[config.mk]
export PLATFORM = sky130hd
export DESIGN_NAME = mgw_gateway
export DESIGN_NICKNAME = d
export VERILOG_FILES = /design/src/rtl/mgw_pkg.sv /design/src/rtl/mgw_buf.sv /design/src/rtl/mgw_gateway.sv
export SDC_FILE = /design/constraint.sdc
export NUM_CORES = 1
export LEC_CHECK = 0
export BUFFER_PORTS_ARGS = -buffer_cell sky130_fd_sc_hd__buf_2
export CAP_MARGIN = 20
export CORE_MARGIN = 5
export CORE_UTILIZATION = 35
export DETAILED_ROUTE_END_ITERATION = 8
export GPL_ROUTABILITY_DRIVEN = 1
export GPL_TIMING_DRIVEN = 1
export MAX_ROUTING_LAYER = met4
export PLACE_DENSITY = 0.6
export SLEW_MARGIN = 20
export SYNTH_ARGS = -nofsm -noshare
export SYNTH_HDL_FRONTEND = slang
export SYNTH_SLANG_ARGS = --single-unit
[constraint.sdc]
create_clock -name clk -period 10.75 [get_ports clk]
set_clock_uncertainty 0.1 [all_clocks]
set_input_delay 1.6125 -clock clk [delete_from_list [all_inputs] [get_ports clk]]
set_output_delay 1.6125 -clock clk [all_outputs]
set_load 0.02 [all_outputs]
[src/rtl/mgw_pkg.sv]
package mgw_pkg;

  // Clock and timebase
  localparam int CLK_PERIOD_NS = 10;
  localparam int TICK_NS       = 100000;
  localparam int TICKS_PER_MS  = 1000000 / TICK_NS;

  // Addressing
  localparam logic [15:0] MB_TCP_PORT = 16'h01F6;
  localparam logic [7:0]  UNIT_SELF   = 8'hFF;
  localparam logic [7:0]  UNIT_BCAST  = 8'h00;

  // Response timeout choices in ms
  localparam int TMO_N = 15;
  localparam int TMO_MS [TMO_N] = '{100, 200, 300, 400, 500, 1000, 2000, 3000,
                                    4000, 5000, 6000, 7000, 8000, 9000, 10000};
  localparam int TMO_W = 17;

  // Inter-frame gap: selector times step, capped
  localparam int          GAP_STEP_MS = 10;
  localparam logic [3:0]  GAP_MAX_SEL = 4'hA;
  localparam int          GAP_W       = 10;

  // Silent interval in half characters: 3.5 chars plus extension
  localparam logic [5:0]  SIL_BASE_HALF = 6'h07;
  localparam int          SIL_W         = 22;

  localparam int CONN_W = 4;

  typedef enum logic [1:0] {
    MGW_PROTO_RTU   = 2'h0,
    MGW_PROTO_JBUS  = 2'h1,
    MGW_PROTO_OTHER = 2'h2
  } mgw_proto_e;

  typedef enum logic [2:0] {
    MGW_ST_IDLE = 3'h0,
    MGW_ST_SEND = 3'h1,
    MGW_ST_WAIT = 3'h2,
    MGW_ST_RECV = 3'h3,
    MGW_ST_GAP  = 3'h4
  } mgw_state_e;

  typedef struct packed {
    logic [15:0]       port;
    logic [CONN_W-1:0] conn;
    logic [7:0]        unit;
    logic [7:0]        func;
  } mgw_req_s;

  localparam int REQ_W = $bits(mgw_req_s);

endpackage

[src/rtl/mgw_buf.sv]
`timescale 1ns/1ps
module mgw_buf #(
  parameter int W = 8
) (
  input  wire logic         clk,
  input  wire logic         rst,
  input  wire logic         in_valid,
  input  wire logic [W-1:0] in_data,
  output logic              in_ready,
  output logic              out_valid,
  output logic [W-1:0]      out_data,
  input  wire logic         out_ready
);

  logic [W-1:0] d0_r;
  logic [W-1:0] d0_nxt;
  logic [W-1:0] d1_r;
  logic [W-1:0] d1_nxt;
  logic [1:0]   cnt_r;
  logic [1:0]   cnt_nxt;
  logic         push;
  logic         pop;

  assign push      = in_valid & in_ready;
  assign pop       = out_valid & out_ready;
  assign out_data  = d0_r;

  always_comb
  begin
    d0_nxt  = d0_r;
    d1_nxt  = d1_r;
    cnt_nxt = cnt_r;
    if (pop)
    begin
      d0_nxt = d1_r;
    end
    if (push)
    begin
      if (cnt_r == 2'h0 || (cnt_r == 2'h1 && pop))
      begin
        d0_nxt = in_data;
      end
      else
      begin
        d1_nxt = in_data;
      end
    end
    cnt_nxt = 2'(cnt_r + {1'b0, push} - {1'b0, pop});
  end

  always_ff @(posedge clk)
  begin
    if (rst)
    begin
      d0_r      <= '0;
      d1_r      <= '0;
      cnt_r     <= 2'h0;
      in_ready  <= 1'b0;
      out_valid <= 1'b0;
    end
    else
    begin
      d0_r      <= d0_nxt;
      d1_r      <= d1_nxt;
      cnt_r     <= cnt_nxt;
      in_ready  <= (cnt_nxt != 2'h2);
      out_valid <= (cnt_nxt != 2'h0);
    end
  end

endmodule

[src/rtl/mgw_gateway.sv]
// Functional notes
// RL1 - Requests on TCP port 502 are taken and forwarded as RTU frames
// RL2 - Unit ID 255 or own serial unit ID is handled locally
// RL3 - Any other unit ID is forwarded onto the serial network
// RL4 - Broadcast unit ID 0 is always handled locally
// RL5 - A setting decides whether broadcasts are also forwarded serially
// RL6 - Open TCP connections are limited to the configured maximum
// RL7 - Gateway works only with protocol RTU or Jbus
// RL8 - Mode gateway enables forwarding, slave mode disables it
// RL9 - Reply timeout 0.1 to 10 s; on expiry an exception goes back
// RL10 - New serial request waits a 0 to 100 ms gap after a response
// RL11 - Silent interval is 3.5 characters plus 0 to 15 extension
// RL12 - After the silent interval the next character starts a new message
// RL13 - Slaves use the same baud rate and parity as the gateway
// RL14 - Every device on the serial network has a unique unit ID
// RL15 - Timeout, gap and extension apply only in gateway mode
// RL16 - One forwarded request outstanding at a time; others queue
`timescale 1ns/1ps
module mgw_gateway
  import mgw_pkg::*;
#(
  parameter int TICK_CYC = TICK_NS / CLK_PERIOD_NS
) (
  input  wire logic              clk,
  input  wire logic              rst,
  input  wire logic              req_valid,
  input  wire mgw_req_s          req_data,
  output logic                   req_ready,
  output logic                   req_drop,
  input  wire logic              conn_open,
  input  wire logic              conn_close,
  output logic                   conn_accept,
  output logic                   conn_reject,
  output logic [CONN_W-1:0]      conn_count,
  input  wire logic              cfg_mode_gw,
  input  wire mgw_proto_e        cfg_proto,
  input  wire logic              cfg_bcast_fwd,
  input  wire logic [7:0]        cfg_own_unit,
  input  wire logic [CONN_W-1:0] cfg_max_conn,
  input  wire logic [3:0]        cfg_tmo_sel,
  input  wire logic [3:0]        cfg_gap_sel,
  input  wire logic [3:0]        cfg_sil_ext,
  input  wire logic [15:0]       cfg_char_cyc,
  output logic                   gw_active,
  output logic                   loc_valid,
  output mgw_req_s               loc_data,
  input  wire logic              loc_ready,
  output logic                   ser_tx_valid,
  output mgw_req_s               ser_tx_data,
  input  wire logic              ser_tx_ready,
  input  wire logic              ser_rx_char,
  output logic                   frame_start,
  output logic                   resp_done,
  output logic                   exc_valid,
  output mgw_req_s               exc_data
);

  localparam int TICK_W = $clog2(TICK_CYC + 1);

  // Gateway enable and effective settings
  logic             gw_on;
  logic [3:0]       ext_eff;
  logic [3:0]       gap_eff;
  logic [TMO_W-1:0] tmo_lim;
  logic [GAP_W-1:0] gap_lim;
  logic [SIL_W-1:0] sil_lim;

  assign gw_on   = cfg_mode_gw & (cfg_proto == MGW_PROTO_RTU || cfg_proto == MGW_PROTO_JBUS); // RL7 RL8
  assign ext_eff = gw_on ? cfg_sil_ext : 4'h0; // RL15
  assign gap_eff = !gw_on ? 4'h0 : (cfg_gap_sel > GAP_MAX_SEL) ? GAP_MAX_SEL : cfg_gap_sel; // RL15
  assign gap_lim = GAP_W'(gap_eff * GAP_STEP_MS * TICKS_PER_MS); // RL10
  // Widen before the product so long characters do not wrap
  assign sil_lim = SIL_W'(({6'h00, cfg_char_cyc} * (SIL_BASE_HALF + {1'b0, ext_eff, 1'b0})) >> 1); // RL11

  always_comb
  begin
    tmo_lim = TMO_W'(TMO_MS[TMO_N-1] * TICKS_PER_MS);
    if (int'(cfg_tmo_sel) < TMO_N)
    begin
      tmo_lim = TMO_W'(TMO_MS[cfg_tmo_sel] * TICKS_PER_MS); // RL9
    end
  end

  // Timebase tick
  logic [TICK_W-1:0] tick_cnt_r;
  logic [TICK_W-1:0] tick_cnt_nxt;
  logic              tick;
  logic              tick_rst;

  assign tick = (tick_cnt_r == TICK_W'(TICK_CYC - 1));

  always_comb
  begin
    tick_cnt_nxt = (tick || tick_rst) ? '0 : TICK_W'(tick_cnt_r + 1'b1);
  end

  // Connection limit
  logic [CONN_W-1:0] conn_cnt_nxt;
  logic              acc_nxt;

  always_comb
  begin
    acc_nxt      = conn_open & (conn_count < cfg_max_conn); // RL6
    conn_cnt_nxt = conn_count;
    if (acc_nxt && !(conn_close && conn_count != '0))
    begin
      conn_cnt_nxt = CONN_W'(conn_count + 1'b1);
    end
    else if (!acc_nxt && conn_close && conn_count != '0)
    begin
      conn_cnt_nxt = CONN_W'(conn_count - 1'b1);
    end
  end

  // Request routing through a one-entry hold stage
  mgw_req_s hold_r;
  mgw_req_s hold_nxt;
  logic     hold_v_r;
  logic     hold_v_nxt;
  logic     port_ok;
  logic     is_self;
  logic     is_bcast;
  logic     to_loc;
  logic     to_fwd;
  logic     loc_free;
  logic     buf_in_ready;
  logic     dispatch;
  logic     drop_nxt;
  logic     loc_v_nxt;
  mgw_req_s loc_d_nxt;

  assign port_ok  = (hold_r.port == MB_TCP_PORT); // RL1
  assign is_self  = (hold_r.unit == UNIT_SELF) || (hold_r.unit == cfg_own_unit); // RL2
  assign is_bcast = (hold_r.unit == UNIT_BCAST);
  assign to_loc   = port_ok & (is_self | is_bcast | !gw_on); // RL4
  assign to_fwd   = port_ok & gw_on & (is_bcast ? cfg_bcast_fwd : !is_self); // RL3 RL5
  assign loc_free = !loc_valid | loc_ready;
  assign dispatch = hold_v_r & (!to_loc | loc_free) & (!to_fwd | buf_in_ready);

  always_comb
  begin
    hold_nxt   = hold_r;
    hold_v_nxt = hold_v_r & !dispatch;
    if (req_valid && req_ready)
    begin
      hold_nxt   = req_data;
      hold_v_nxt = 1'b1;
    end
    drop_nxt  = dispatch & !port_ok;
    loc_v_nxt = loc_valid & !loc_ready;
    loc_d_nxt = loc_data;
    if (dispatch && to_loc)
    begin
      loc_v_nxt = 1'b1;
      loc_d_nxt = hold_r;
    end
  end

  // Queue of forwarded requests
  logic     buf_out_valid;
  mgw_req_s buf_out_data;
  logic     buf_pop;

  mgw_buf #(
    .W (REQ_W)
  ) u_buf (
    .clk       (clk),
    .rst       (rst),
    .in_valid  (dispatch & to_fwd),
    .in_data   (hold_r),
    .in_ready  (buf_in_ready),
    .out_valid (buf_out_valid),
    .out_data  (buf_out_data),
    .out_ready (buf_pop)
  );

  // Serial silence tracking
  logic [SIL_W-1:0] sil_cnt_r;
  logic [SIL_W-1:0] sil_cnt_nxt;
  logic             sil_idle;

  assign sil_idle = (sil_cnt_r >= sil_lim);

  always_comb
  begin
    sil_cnt_nxt = sil_cnt_r;
    if (ser_rx_char)
    begin
      sil_cnt_nxt = '0;
    end
    else if (!sil_idle)
    begin
      sil_cnt_nxt = SIL_W'(sil_cnt_r + 1'b1);
    end
  end

  // Serial transaction engine
  mgw_state_e       st_r;
  mgw_state_e       st_nxt;
  logic [TMO_W-1:0] tmo_cnt_r;
  logic [TMO_W-1:0] tmo_cnt_nxt;
  logic [GAP_W-1:0] gap_cnt_r;
  logic [GAP_W-1:0] gap_cnt_nxt;
  logic             tx_v_nxt;
  mgw_req_s         tx_d_nxt;
  logic             exc_nxt;
  logic             done_nxt;

  assign buf_pop = (st_r == MGW_ST_IDLE) & buf_out_valid; // RL16

  // Restart the tick at each timed wait so no wait ends a tick short
  assign tick_rst = (st_nxt != st_r) && (st_nxt == MGW_ST_WAIT || st_nxt == MGW_ST_GAP); // RL9 RL10

  always_comb
  begin
    st_nxt      = st_r;
    tmo_cnt_nxt = tmo_cnt_r;
    gap_cnt_nxt = gap_cnt_r;
    tx_v_nxt    = ser_tx_valid;
    tx_d_nxt    = ser_tx_data;
    exc_nxt     = 1'b0;
    done_nxt    = 1'b0;
    case (st_r)
      MGW_ST_IDLE:
      begin
        if (buf_out_valid)
        begin
          tx_v_nxt = 1'b1;
          tx_d_nxt = buf_out_data;
          st_nxt   = MGW_ST_SEND;
        end
      end
      MGW_ST_SEND:
      begin
        if (ser_tx_ready)
        begin
          tx_v_nxt    = 1'b0;
          tmo_cnt_nxt = '0;
          gap_cnt_nxt = '0;
          st_nxt      = (ser_tx_data.unit == UNIT_BCAST) ? MGW_ST_GAP : MGW_ST_WAIT;
        end
      end
      MGW_ST_WAIT:
      begin
        if (ser_rx_char)
        begin
          st_nxt = MGW_ST_RECV;
        end
        else if (tmo_cnt_r >= tmo_lim)
        begin
          exc_nxt = 1'b1; // RL9
          st_nxt  = MGW_ST_IDLE;
        end
        else if (tick)
        begin
          tmo_cnt_nxt = TMO_W'(tmo_cnt_r + 1'b1);
        end
      end
      MGW_ST_RECV:
      begin
        if (sil_idle && !ser_rx_char)
        begin
          done_nxt    = 1'b1;
          gap_cnt_nxt = '0;
          st_nxt      = MGW_ST_GAP;
        end
      end
      MGW_ST_GAP:
      begin
        if (gap_cnt_r >= gap_lim)
        begin
          st_nxt = MGW_ST_IDLE; // RL10
        end
        else if (tick)
        begin
          gap_cnt_nxt = GAP_W'(gap_cnt_r + 1'b1);
        end
      end
      default:
      begin
        st_nxt   = MGW_ST_IDLE;
        tx_v_nxt = 1'b0;
      end
    endcase
  end

  always_ff @(posedge clk)
  begin
    if (rst)
    begin
      tick_cnt_r   <= '0;
      conn_count   <= '0;
      conn_accept  <= 1'b0;
      conn_reject  <= 1'b0;
      hold_r       <= '0;
      hold_v_r     <= 1'b0;
      req_ready    <= 1'b0;
      req_drop     <= 1'b0;
      loc_valid    <= 1'b0;
      loc_data     <= '0;
      sil_cnt_r    <= '0;
      frame_start  <= 1'b0;
      st_r         <= MGW_ST_IDLE;
      tmo_cnt_r    <= '0;
      gap_cnt_r    <= '0;
      ser_tx_valid <= 1'b0;
      ser_tx_data  <= '0;
      exc_valid    <= 1'b0;
      exc_data     <= '0;
      resp_done    <= 1'b0;
      gw_active    <= 1'b0;
    end
    else
    begin
      tick_cnt_r   <= tick_cnt_nxt;
      conn_count   <= conn_cnt_nxt;
      conn_accept  <= acc_nxt;
      conn_reject  <= conn_open & !acc_nxt; // RL6
      hold_r       <= hold_nxt;
      hold_v_r     <= hold_v_nxt;
      req_ready    <= !hold_v_nxt;
      req_drop     <= drop_nxt;
      loc_valid    <= loc_v_nxt;
      loc_data     <= loc_d_nxt;
      sil_cnt_r    <= sil_cnt_nxt;
      frame_start  <= ser_rx_char & sil_idle; // RL12
      st_r         <= st_nxt;
      tmo_cnt_r    <= tmo_cnt_nxt;
      gap_cnt_r    <= gap_cnt_nxt;
      ser_tx_valid <= tx_v_nxt;
      ser_tx_data  <= tx_d_nxt;
      exc_valid    <= exc_nxt;
      exc_data     <= exc_nxt ? ser_tx_data : exc_data;
      resp_done    <= done_nxt;
      gw_active    <= gw_on;
    end
  end

endmodule

==> flow_summary.json, run 1 <==
{
  "yosys_warnings": 0,
  "crit_path_frequent_cell": "fa_1",
  "hold_path.class": "flip-flop to flip-flop",
  "cts_root_buffer": "clkbuf_16",
  "wl_mm": 41.7,
  "rsz0062_at_grt": "false",
  "die_w_um": 230,
  "syn_to_final_growth_pct": 16.0,
  "drt_iter0_drc": 679,
  "die_h_um": 230,
  "period_needed_ps": 8960,
  "cts-buffers-inserted": 34,
  "worst-slew-pin-transition_ps": 1060,
  "place_congestion": 0.841,
  "final_antenna_net_count": 0,
  "clkLatencyLatePin_ps": 530,
  "synthXorXnorAreaFrac_pct": 3.30,
  "synth_area_leaders": "dfxtp_1 35%, ha_1 9.3%, fa_1 7.2%, nand2_1 6.8%, mux2i_1 5.7%",
  "grt_max_degree": 126,
  "core-area_um2": 47800,
  "vias_per_cell": 5.05,
  "tns_ps": 0,
  "min_to": "loc_data[22]",
  "grt_overflow_total": 0,
  "ff2ff_path_depth": 10,
  "die_area_um2": 53000,
  "ys_seq_elements": 301,
  "drc": 0,
  "io_pins": 210,
  "synth-adder-area-share_pct": 16.5,
  "finalSetupViolCount": 0,
  "hold_violations": 0,
  "synth.distinct_cells": 66,
  "hold_depth": 2,
  "fin_nets": 2422,
  "ys_seq_area_share_pct": 35.5,
  "synth_area_um2": 17000,
  "design_area_um2": 19700,
  "hold_start": "loc_data[22]",
  "numPortBuffers": 208,
  "cp-start-kind": "input pin",
  "place_inst": 2726,
  "ctsResizeCount": 0,
  "synth_compound_gate_area_share_pct": 12.4,
  "worstSetupPathType": "input pin to flip-flop",
  "drive_gt1_share_pct": 13.7,
  "ff2ff_setup_slack_ps": 7290,
  "p_leak_nw": 8.56,
  "power_density_nw_per_um2": 149,
  "synth_top_cell_area_share_pct": 35.5,
  "cp_data_arrival_time_ps": 9260,
  "worst_r2r_startpoint": "hold_r[12]",
  "grt.total_usage_pct": 15.9,
  "via_count": 14100,
  "endpoint_kind": "flip-flop",
  "path_max_fanout": 21,
  "syn-instance-count": 1977,
  "drt_first_pass_iters": 5,
  "fin_crit_sh_pct": 83.4,
  "initial_core_util_pct": 35.5,
  "antenna_found_initial": 2,
  "layout_setup_ws_ps": 1790,
  "place_worst_setup_slack_ps": 1330,
  "relSlewSlack_pct": 28.9,
  "max_cap_violations": 0,
  "synth_simple_gate_area_share_pct": 21.8,
  "vdd_ir_drop_max_v": 0.000104,
  "synth.mux.area_fraction_pct": 5.66,
  "outcome": "finished clean",
  "place_area_um2": 18500,
  "dpl.hpwl_mm": 30.8,
  "critPathSlowestCell": "or4_1",
  "cts_hold_buffers": 0,
  "synth.net_count": 2252,
  "cts_tree": "yes",
  "grt_pass1_wl_mm": 70.1,
  "drt-wirelength-per-cell_um": 15.0,
  "slew_violations": 0,
  "synth-edff-count": 0,
  "critical_path_required_ps": 11050,
  "synth_top_family_by_area": "simple AND/OR/NAND/NOR gates",
  "stdcell_count": 2786,
  "htree_levels": 2,
  "synth_top_area_cell": "dfxtp_1",
  "async_reset_ff_share_pct": 0,
  "nFillCells": 4826,
  "syn_area_per_cell_um2": 8.59,
  "std_cell_rows": 80,
  "grt_pass1_vias": 14300,
  "max_freq_mhz": 112,
  "cts_buffer_depth": 3,
  "ys_dominant_reg_cell": "dfxtp_1",
  "clk_pin_slew_ps": 50,
  "cts_sinks": 301,
  "cts_setup_buffers": 0,
  "slowest_delay_ps": 710,
  "r2r_end": "u_buf.out_valid"
}
-- cells in the final DEF, fill, tap and decap left out, types with 42 or more instances in the layout --
master and n:
a21o_1 42, a21oi_1 159, and2_1 94, buf_2 207
dfxtp_1 301, fa_1 61, ha_1 126, inv_1 123
mux2i_1 96, nand2_1 306, nor2_1 165
-- synthesized netlist by cell type, types with 22 or more instances --
master	number
nand2b_1	22
nor2_1	166
clkbuf_1	68
nand3_1	35
xor2_1	33
and2_1	95
dfxtp_1	301
mux2i_1	96
nand2_1	306
xnor2_1	31
o21ai_0	41
a21oi_1	159
ha_1	126
nor3_1	31
fa_1	61
a21o_1	42
inv_1	123
-- metal layers --
layer / share of wire [%] / up-vias / wire [um] / GRT usage [%]
met4: 2.0 / 0 / 829 / 3.83
li1: - / 7060 / - / -
met5: 0 / - / 0 / -
met2: 47 / 256 / 19600 / 26.1
met1: 46 / 6697 / 19300 / 20.4
met3: 4.7 / 63 / 1970 / 3.02
-- cells by family (layout without fill, tap and decap cells) --
kind of cell / after synthesis / in the layout
other: 0 / 2
muxes: 96 / 96
and+or+nand+nor: 780 / 780
xor gates and xnor gates: 64 / 64
adders and majority gates: 187 / 187
DFF: 301 / 301
buffers and inverters: 210 / 402
AOI/OAI and AO/OA: 339 / 339
-- area by class of cell --
class,instances,area [um^2],area share (%)
multi-input cells,1466,10100,51.5
flip-flops and latches,301,6030,30.6
repair buffers,220,1140,5.79
clock buffers,46,976,4.96
well taps,615,769,3.91
inverters,124,465,2.36
clock inverters,12,166,0.845
diodes,2,5.00,0.0254
-- power breakdown --
part | switching (mW) | leakage [nW] | total (mW) | internal [mW]
Combinational | 0.345 | 5.58 | 0.604 | 0.260
Clock | 0.477 | 0.556 | 1.17 | 0.694
Sequential | 0.0204 | 2.43 | 1.15 | 1.13
Total | 0.842 | 8.56 | 2.93 | 2.09
-- registers in the layout, summed over array words and instances (netlist names), 2 cells and up --
| signal | cells |
|---|---|
| tmo_cnt_r | 17 |
| conn_count | 4 |
| tick_cnt_r | 14 |
| gap_cnt_r | 10 |
| sil_cnt_r | 22 |
| u_buf.cnt_r | 2 |
| hold_r | 36 |
| u_buf.d1_r | 36 |
| st_r | 3 |
| exc_data | 36 |
| u_buf.out_data | 36 |
| loc_data | 36 |
| ser_tx_data | 36 |
-- through the flow --
step | util [%] | hold WS, ps | total power [mW]
4_1_cts | 41.1 | 348 | 2.98
6_report | 41.2 | 343 | 2.93
2_1_floorplan | - | 329 | 1.64
3_5_place_dp | 38.8 | 339 | 1.78
3_3_place_gp | 38.8 | 332 | 1.76
5_1_grt | 41.2 | 368 | 3.11
-- worst max-delay path: cells and delay by family --
kind	cells	cell delay (ps)
AO/OA/AOI/OAI	7	2010
XOR/XNOR	1	150
adder cells (fa/ha/maj)	5	2240
buffers and inverters	2	170
multiplexers	1	140
AND/OR/NAND/NOR	9	2910
-- how the worst max path moves through the flow --
stage,start,end,slack [ps],cells past startpoint
finish,cfg_sil_ext[0],sil_cnt_r[20],1790,25
global route,cfg_sil_ext[1],sil_cnt_r[20],1280,25
CTS,cfg_sil_ext[1],sil_cnt_r[20],1850,25
detailed placement,cfg_sil_ext[1],sil_cnt_r[20],1330,25
global placement,cfg_sil_ext[0],gap_cnt_r[9],1430,26
floorplan,cfg_mode_gw,gap_cnt_r[9],2510,26
Note: power is estimated with default switching activity, not from simulation.
==> run 2, diff against run 1 <==
--- a/config.mk
+++ b/config.mk
@@ -13,7 +13,7 @@
 export GPL_ROUTABILITY_DRIVEN = 1
 export GPL_TIMING_DRIVEN = 1
 export MAX_ROUTING_LAYER = met4
-export PLACE_DENSITY = 0.6
+export PLACE_DENSITY = 0.62
 export SLEW_MARGIN = 20
 export SYNTH_ARGS = -nofsm -noshare
 export SYNTH_HDL_FRONTEND = slang
==> constraint.sdc (replaced) <==
create_clock -name clk -period 7.3 [get_ports clk]
set_clock_uncertainty 0.1 [all_clocks]
set_input_delay 1.095 -clock clk [delete_from_list [all_inputs] [get_ports clk]]
set_output_delay 1.095 -clock clk [all_outputs]
set_load 0.02 [all_outputs]
==> run 2 against run 1 <==
  * Critical path depth up 4
  * Highest routed layer unchanged
  * Clock power up 53%
  * Critical endpoint is now sil_cnt_r[8]
  * Sequential share of layout area down 1.4 points
  * First-iteration DRC count up 4.7%
  * Utilization up 2.0 points
  * Routed wire length up 3.1%
  * Sequential cell count unchanged
  * Combinational power up 80%
  * Register-to-register slack worse by 3400 ps
  * Global-route usage up 0.33 points
  * Count of clock-buffer cells in the layout up 2
==> flow_summary.json, run 2 (synthesis gave the netlist of run 1 again) <==
{
  "die_area_um2": 53000,
  "final_common_cell": "nand2_1",
  "fin_nets": 2512,
  "grt_max_degree": 96,
  "fin_crit_sh_pct": 97.0,
  "endpoint_kind": "flip-flop",
  "drc": 0,
  "io_pins": 210,
  "finalSetupViolCount": 0,
  "p_leak_nw": 9.06,
  "grt_pass1_wl_mm": 71.0,
  "die_h_um": 230,
  "drt_iter0_drc": 711,
  "worstSetupPathType": "input pin to flip-flop",
  "place_congestion": 0.823,
  "outcome": "finished clean",
  "p_sw_mw": 1.30,
  "htree_levels": 2,
  "sw_frac_of_total_pct": 28.4,
  "wl_mm": 43.0,
  "clk_pin_slew_ps": 60,
  "cts_root_buffer": "clkbuf_16",
  "multi_input_area_um2": 10400,
  "path_max_fanout": 8,
  "core-area_um2": 47800,
  "power_density_nw_per_um2": 222,
  "max_cap_violations": 0,
  "p_comb_share_pct": 23.9,
  "layout_setup_ws_ps": 221,
  "max_freq_mhz": 141,
  "grt_overflow_total": 0,
  "numPortBuffers": 208,
  "antenna_found_initial": 1,
  "final_cell_mix": "305 x nand2_1, 301 x dfxtp_1, 208 x buf_2",
  "cellInternalPower_mw": 3.28,
  "grt_pass1_vias": 14300,
  "power_mw": 4.58,
  "slew_violations": 0,
  "grt.total_usage_pct": 16.2,
  "hold_violations": 0,
  "clkPwrFrac_pct": 39.1,
  "cts_buffer_depth": 3,
  "initial_core_util_pct": 35.5,
  "clkLatencyLatePin_ps": 530,
  "std_cell_rows": 80,
  "die_w_um": 230,
  "period_needed_ps": 7080,
  "critPathSlowestCell": "fa_1",
  "cp_data_arrival_time_ps": 7380,
  "cts_tree": "yes",
  "hold_path.class": "flip-flop to flip-flop",
  "syn_to_final_growth_pct": 21.7,
  "drt-wirelength-per-cell_um": 15.0,
  "final_antenna_net_count": 0,
  "vias_per_cell": 5.01,
  "relSlewSlack_pct": 32.2,
  "cp-start-kind": "input pin",
  "slowest_delay_ps": 510,
  "vdd_ir_drop_max_v": 0.000159,
  "via_count": 14400,
  "seqPwrFrac_pct": 37.0,
  "worst-slew-pin-transition_ps": 1020,
  "dpl.hpwl_mm": 31.2,
  "critical_path_required_ps": 7600,
  "drt_first_pass_iters": 7,
  "drive_gt1_share_pct": 18.5,
  "cts_sinks": 301,
  "place_worst_setup_slack_ps": -665,
  "cts-buffers-inserted": 35,
  "nFillCells": 4688,
  "seq_area_um2": 6030
}
[run 2: cell types whose count changed in the layout (fill, tap and decap cells not counted), sizes merged]
cell,delta
buf,+88
clkinv,+3
inv,-3
bufinv,+2
clkbuf,+2
clkinvlp,-2
and3,+1
diode,-1
[run 2: critical path: cells and delay by family]
| kind | cells | cell delay [ps] |
|---|---|---|
| AND/OR/NAND/NOR | 9 | 1650 |
| buffers and inverters | 7 | 770 |
| XOR/XNOR | 1 | 200 |
| AO/OA/AOI/OAI | 7 | 1590 |
| adder cells (fa/ha/maj) | 5 | 2050 |
[run 2: path summary, 6_finish.rpt]
check                           slack (ps)  cells past startpoint              end           start
worst max register to register        3860                     10  u_buf.out_valid      hold_r[15]
worst min register to register         340                      2     loc_data[26]    loc_data[26]
worst max-delay path                   220                     29     sil_cnt_r[8]  cfg_sil_ext[0]
worst min-delay path                   340                      2     loc_data[26]    loc_data[26]
[run 2: layout make-up]
type	instances	area share (%)
multi-input cells	1467	50.3
repair buffers	308	8.87
flip-flops and latches	301	29.2
clock inverters	12	0.921
well taps	615	3.73
clock buffers	48	4.77
diodes	1	0.0121
inverters	124	2.25
[run 2: power by group through the flow]
| stage | clock network (mW) | registers [mW] | logic [mW] |
|---|---|---|---|
| floorplan | 0 | 1.74 | 0.693 |
| global placement | 0 | 1.73 | 1.02 |
| detailed placement | 0 | 1.73 | 1.05 |
| CTS | 1.85 | 1.70 | 1.06 |
| global route | 1.92 | 1.70 | 1.25 |
| finish | 1.79 | 1.70 | 1.09 |
[run 2: metrics by stage]
step | hold WS [ps] | area (um^2) | utilization [%] | setup TNS [ps] | instances
3_3_place_gp | 330 | 19200 | 40.2 | -15370 | 2810
2_1_floorplan | 329 | 17000 | - | 0 | 1977
3_5_place_dp | 335 | 19200 | 40.2 | -20800 | 2810
6_report | 342 | 20700 | 43.2 | 0 | 2876
4_1_cts | 344 | 20400 | 42.7 | 0 | 2870
5_1_grt | 362 | 20700 | 43.2 | -131 | 2876
[run 2: repair_timing]
item,in CTS,in global routing
setup endpoints to repair,9,48
resized for setup,1,37
hold buffers,0,0
setup buffers,0,3
pin swaps,0,34
gates cloned,0,2
[run 2: metal layers]
metal  part of all wire (%)  vias up  GRT usage (%)
li1                       -     7233              -
met1                     45     6903           20.6
met2                     49      246           27.6
met3                    4.4       36           2.65
met4                    1.4        0           3.44
met5                      0        -              -
==> run 3, diff against run 2 <==
--- a/config.mk
+++ b/config.mk
@@ -8,12 +8,12 @@
 export BUFFER_PORTS_ARGS = -buffer_cell sky130_fd_sc_hd__buf_2
 export CAP_MARGIN = 20
 export CORE_MARGIN = 5
-export CORE_UTILIZATION = 35
+export CORE_UTILIZATION = 53
 export DETAILED_ROUTE_END_ITERATION = 8
 export GPL_ROUTABILITY_DRIVEN = 1
 export GPL_TIMING_DRIVEN = 1
 export MAX_ROUTING_LAYER = met4
-export PLACE_DENSITY = 0.62
+export PLACE_DENSITY = 0.84
 export SLEW_MARGIN = 20
 export SYNTH_ARGS = -nofsm -noshare
 export SYNTH_HDL_FRONTEND = slang
==> run 3 against run 2 <==
  * Utilization increased by 22 points
  * Via count increased by 3.4%
  * Sequential share of layout area increased by 0.35 points
  * Non-clock buffer count decreased by 14
  * Largest power group unchanged
  * Highest routed layer unchanged
==> flow_summary.json, run 3 (synthesis gave the netlist of run 1 again) <==
{
  "outcome": "finished clean",
  "critical_path_required_ps": 7630,
  "die_w_um": 189,
  "via_count": 14900,
  "drive_gt1_share_pct": 18.3,
  "ff2ff_path_depth": 8,
  "clk_pin_slew_ps": 60,
  "htree_levels": 2,
  "drt_first_pass_iters": 8,
  "vias_per_cell": 5.62,
  "max_cap_violations": 0,
  "ff2ff_setup_slack_ps": 3760,
  "final_antenna_net_count": 0,
  "final_cell_mix": "306 x nand2_1, 301 x dfxtp_1, 207 x buf_2",
  "sw_frac_of_total_pct": 28.6,
  "p_comb_share_pct": 23.8,
  "antenna_found_initial": 4,
  "seqPwrFrac_pct": 36.3,
  "cts_root_buffer": "clkbuf_16",
  "place_worst_setup_slack_ps": -516,
  "layout_setup_ws_ps": 81.2,
  "die_area_um2": 35700,
  "met3_wirelength_mm": 2.59,
  "cp-endpoint": "sil_cnt_r[12]",
  "r2r_end": "u_buf.d1_r[5]",
  "cellInternalPower_mw": 3.35,
  "fin_nets": 2496,
  "grt_max_degree": 92,
  "hold_path.class": "flip-flop to flip-flop",
  "worst-slew-pin-transition_ps": 982,
  "cpLargestDelayFamily": "adder cells",
  "drt_iter0_drc": 926,
  "grt_pass1_wl_mm": 70.3,
  "numPortBuffers": 208,
  "path_buf_inv": 7,
  "initial_core_util_pct": 53.8,
  "cp_data_arrival_time_ps": 7550,
  "cts-buffers-inserted": 34,
  "endpoint_kind": "flip-flop",
  "die_h_um": 189,
  "io_pins": 210,
  "clkLatencyLatePin_ps": 510,
  "drt-wirelength-per-cell_um": 16.4,
  "path_max_fanout": 8,
  "relSlewSlack_pct": 34.5,
  "worst_r2r_startpoint": "hold_r[12]",
  "cts_tree": "yes",
  "cp-start-kind": "input pin",
  "drc": 0,
  "worstSetupPathType": "input pin to flip-flop",
  "met1_length_mm": 17.7,
  "slowest_delay_ps": 570,
  "multi_input_area_um2": 10400,
  "vdd_ir_drop_max_v": 0.000189,
  "tns_ps": 0,
  "period_needed_ps": 7220,
  "p_leak_nw": 9.03,
  "crit_path_frequent_cell": "fa_1",
  "grt_overflow_total": 0,
  "power_density_nw_per_um2": 230,
  "dpl.hpwl_mm": 30.8,
  "std_cell_rows": 65,
  "clkPwrFrac_pct": 39.8,
  "max_freq_mhz": 139,
  "final_common_cell": "nand2_1",
  "fin_crit_sh_pct": 98.9,
  "slew_violations": 0,
  "cp.depth": 29,
  "nFillCells": 2472,
  "wl_mm": 43.6,
  "highest_layer": "met4",
  "cts_sinks": 301,
  "seq_area_um2": 6030,
  "hold_violations": 0,
  "core-area_um2": 31600,
  "grt_pass1_vias": 14800,
  "place_congestion": 0.871,
  "finalSetupViolCount": 0,
  "cts_buffer_depth": 3,
  "p_sw_mw": 1.34,
  "route.met2.wl_mm": 22.3,
  "grt.total_usage_pct": 23.8,
  "syn_to_final_growth_pct": 20.2,
  "startpoint": "cfg_sil_ext[0]",
  "critPathSlowestCell": "fa_1"
}
-- run 3: routing by layer --
layer	GRT usage (%)	up-vias
met5	-	-
met4	6.11	0
met3	4.04	88
met2	42.1	483
met1	28.3	7106
li1	-	7230
-- run 3: worst reg2reg max path: stages (launching register included) --
cell and delay (ps):
dfxtp_1 550, xor2_1 260, nor4_1 120, a2111oi_0 520, o31ai_2 240, nor4_4 870, buf_4 440, mux2i_1 260
nor2_1 50
-- run 3: cell type report --
class	count	share of cell area, %
repair buffers	294	8.50
clock inverters	20	1.43
clock buffers	42	4.66
multi-input cells	1466	51.1
well taps	402	2.46
diodes	4	0.0490
flip-flops and latches	301	29.5
inverters	124	2.28
-- run 3: repair_timing --
item | 4_1_cts | 5_1_grt
hold endpoints to repair | 0 | 0
setup buffers | 0 | 7
hold buffers | 0 | 0
setup endpoints to repair | 0 | 51
resized for setup | 0 | 46
-- run 3: power by group through the flow --
stage | Sequential (mW) | Combinational, mW | Clock, mW
3_3_place_gp | 1.74 | 0.977 | 0
6_report | 1.70 | 1.12 | 1.87
4_1_cts | 1.70 | 1.04 | 1.89
3_5_place_dp | 1.74 | 1.03 | 0
5_1_grt | 1.71 | 1.26 | 1.97
2_1_floorplan | 1.74 | 0.693 | 0
-- run 3: how the worst min path moves through the flow --
| stage | startpoint | cells past startpoint | slack, ps | end |
|---|---|---|---|---|
| 2_1_floorplan | u_buf.d1_r[35] | 1 | 330 | u_buf.d1_r[35] |
| 3_3_place_gp | loc_data[22] | 2 | 330 | loc_data[22] |
| 3_5_place_dp | loc_data[22] | 2 | 340 | loc_data[22] |
| 4_1_cts | loc_data[21] | 2 | 340 | loc_data[21] |
| 5_1_grt | u_buf.out_data[17] | 2 | 370 | ser_tx_data[17] |
| 6_report | loc_data[21] | 2 | 340 | loc_data[21] |
-- run 3: metrics by stage --
step | power, mW | hold slack, ps | std cells | utilization, % | cell area [um^2]
2_1_floorplan | 2.43 | 329 | 1977 | - | 17000
3_3_place_gp | 2.72 | 329 | 2580 | 59.7 | 18800
3_5_place_dp | 2.77 | 336 | 2580 | 59.7 | 18800
4_1_cts | 4.64 | 344 | 2642 | 63.6 | 20100
5_1_grt | 4.94 | 370 | 2653 | 64.7 | 20400
6_report | 4.69 | 339 | 2653 | 64.7 | 20400
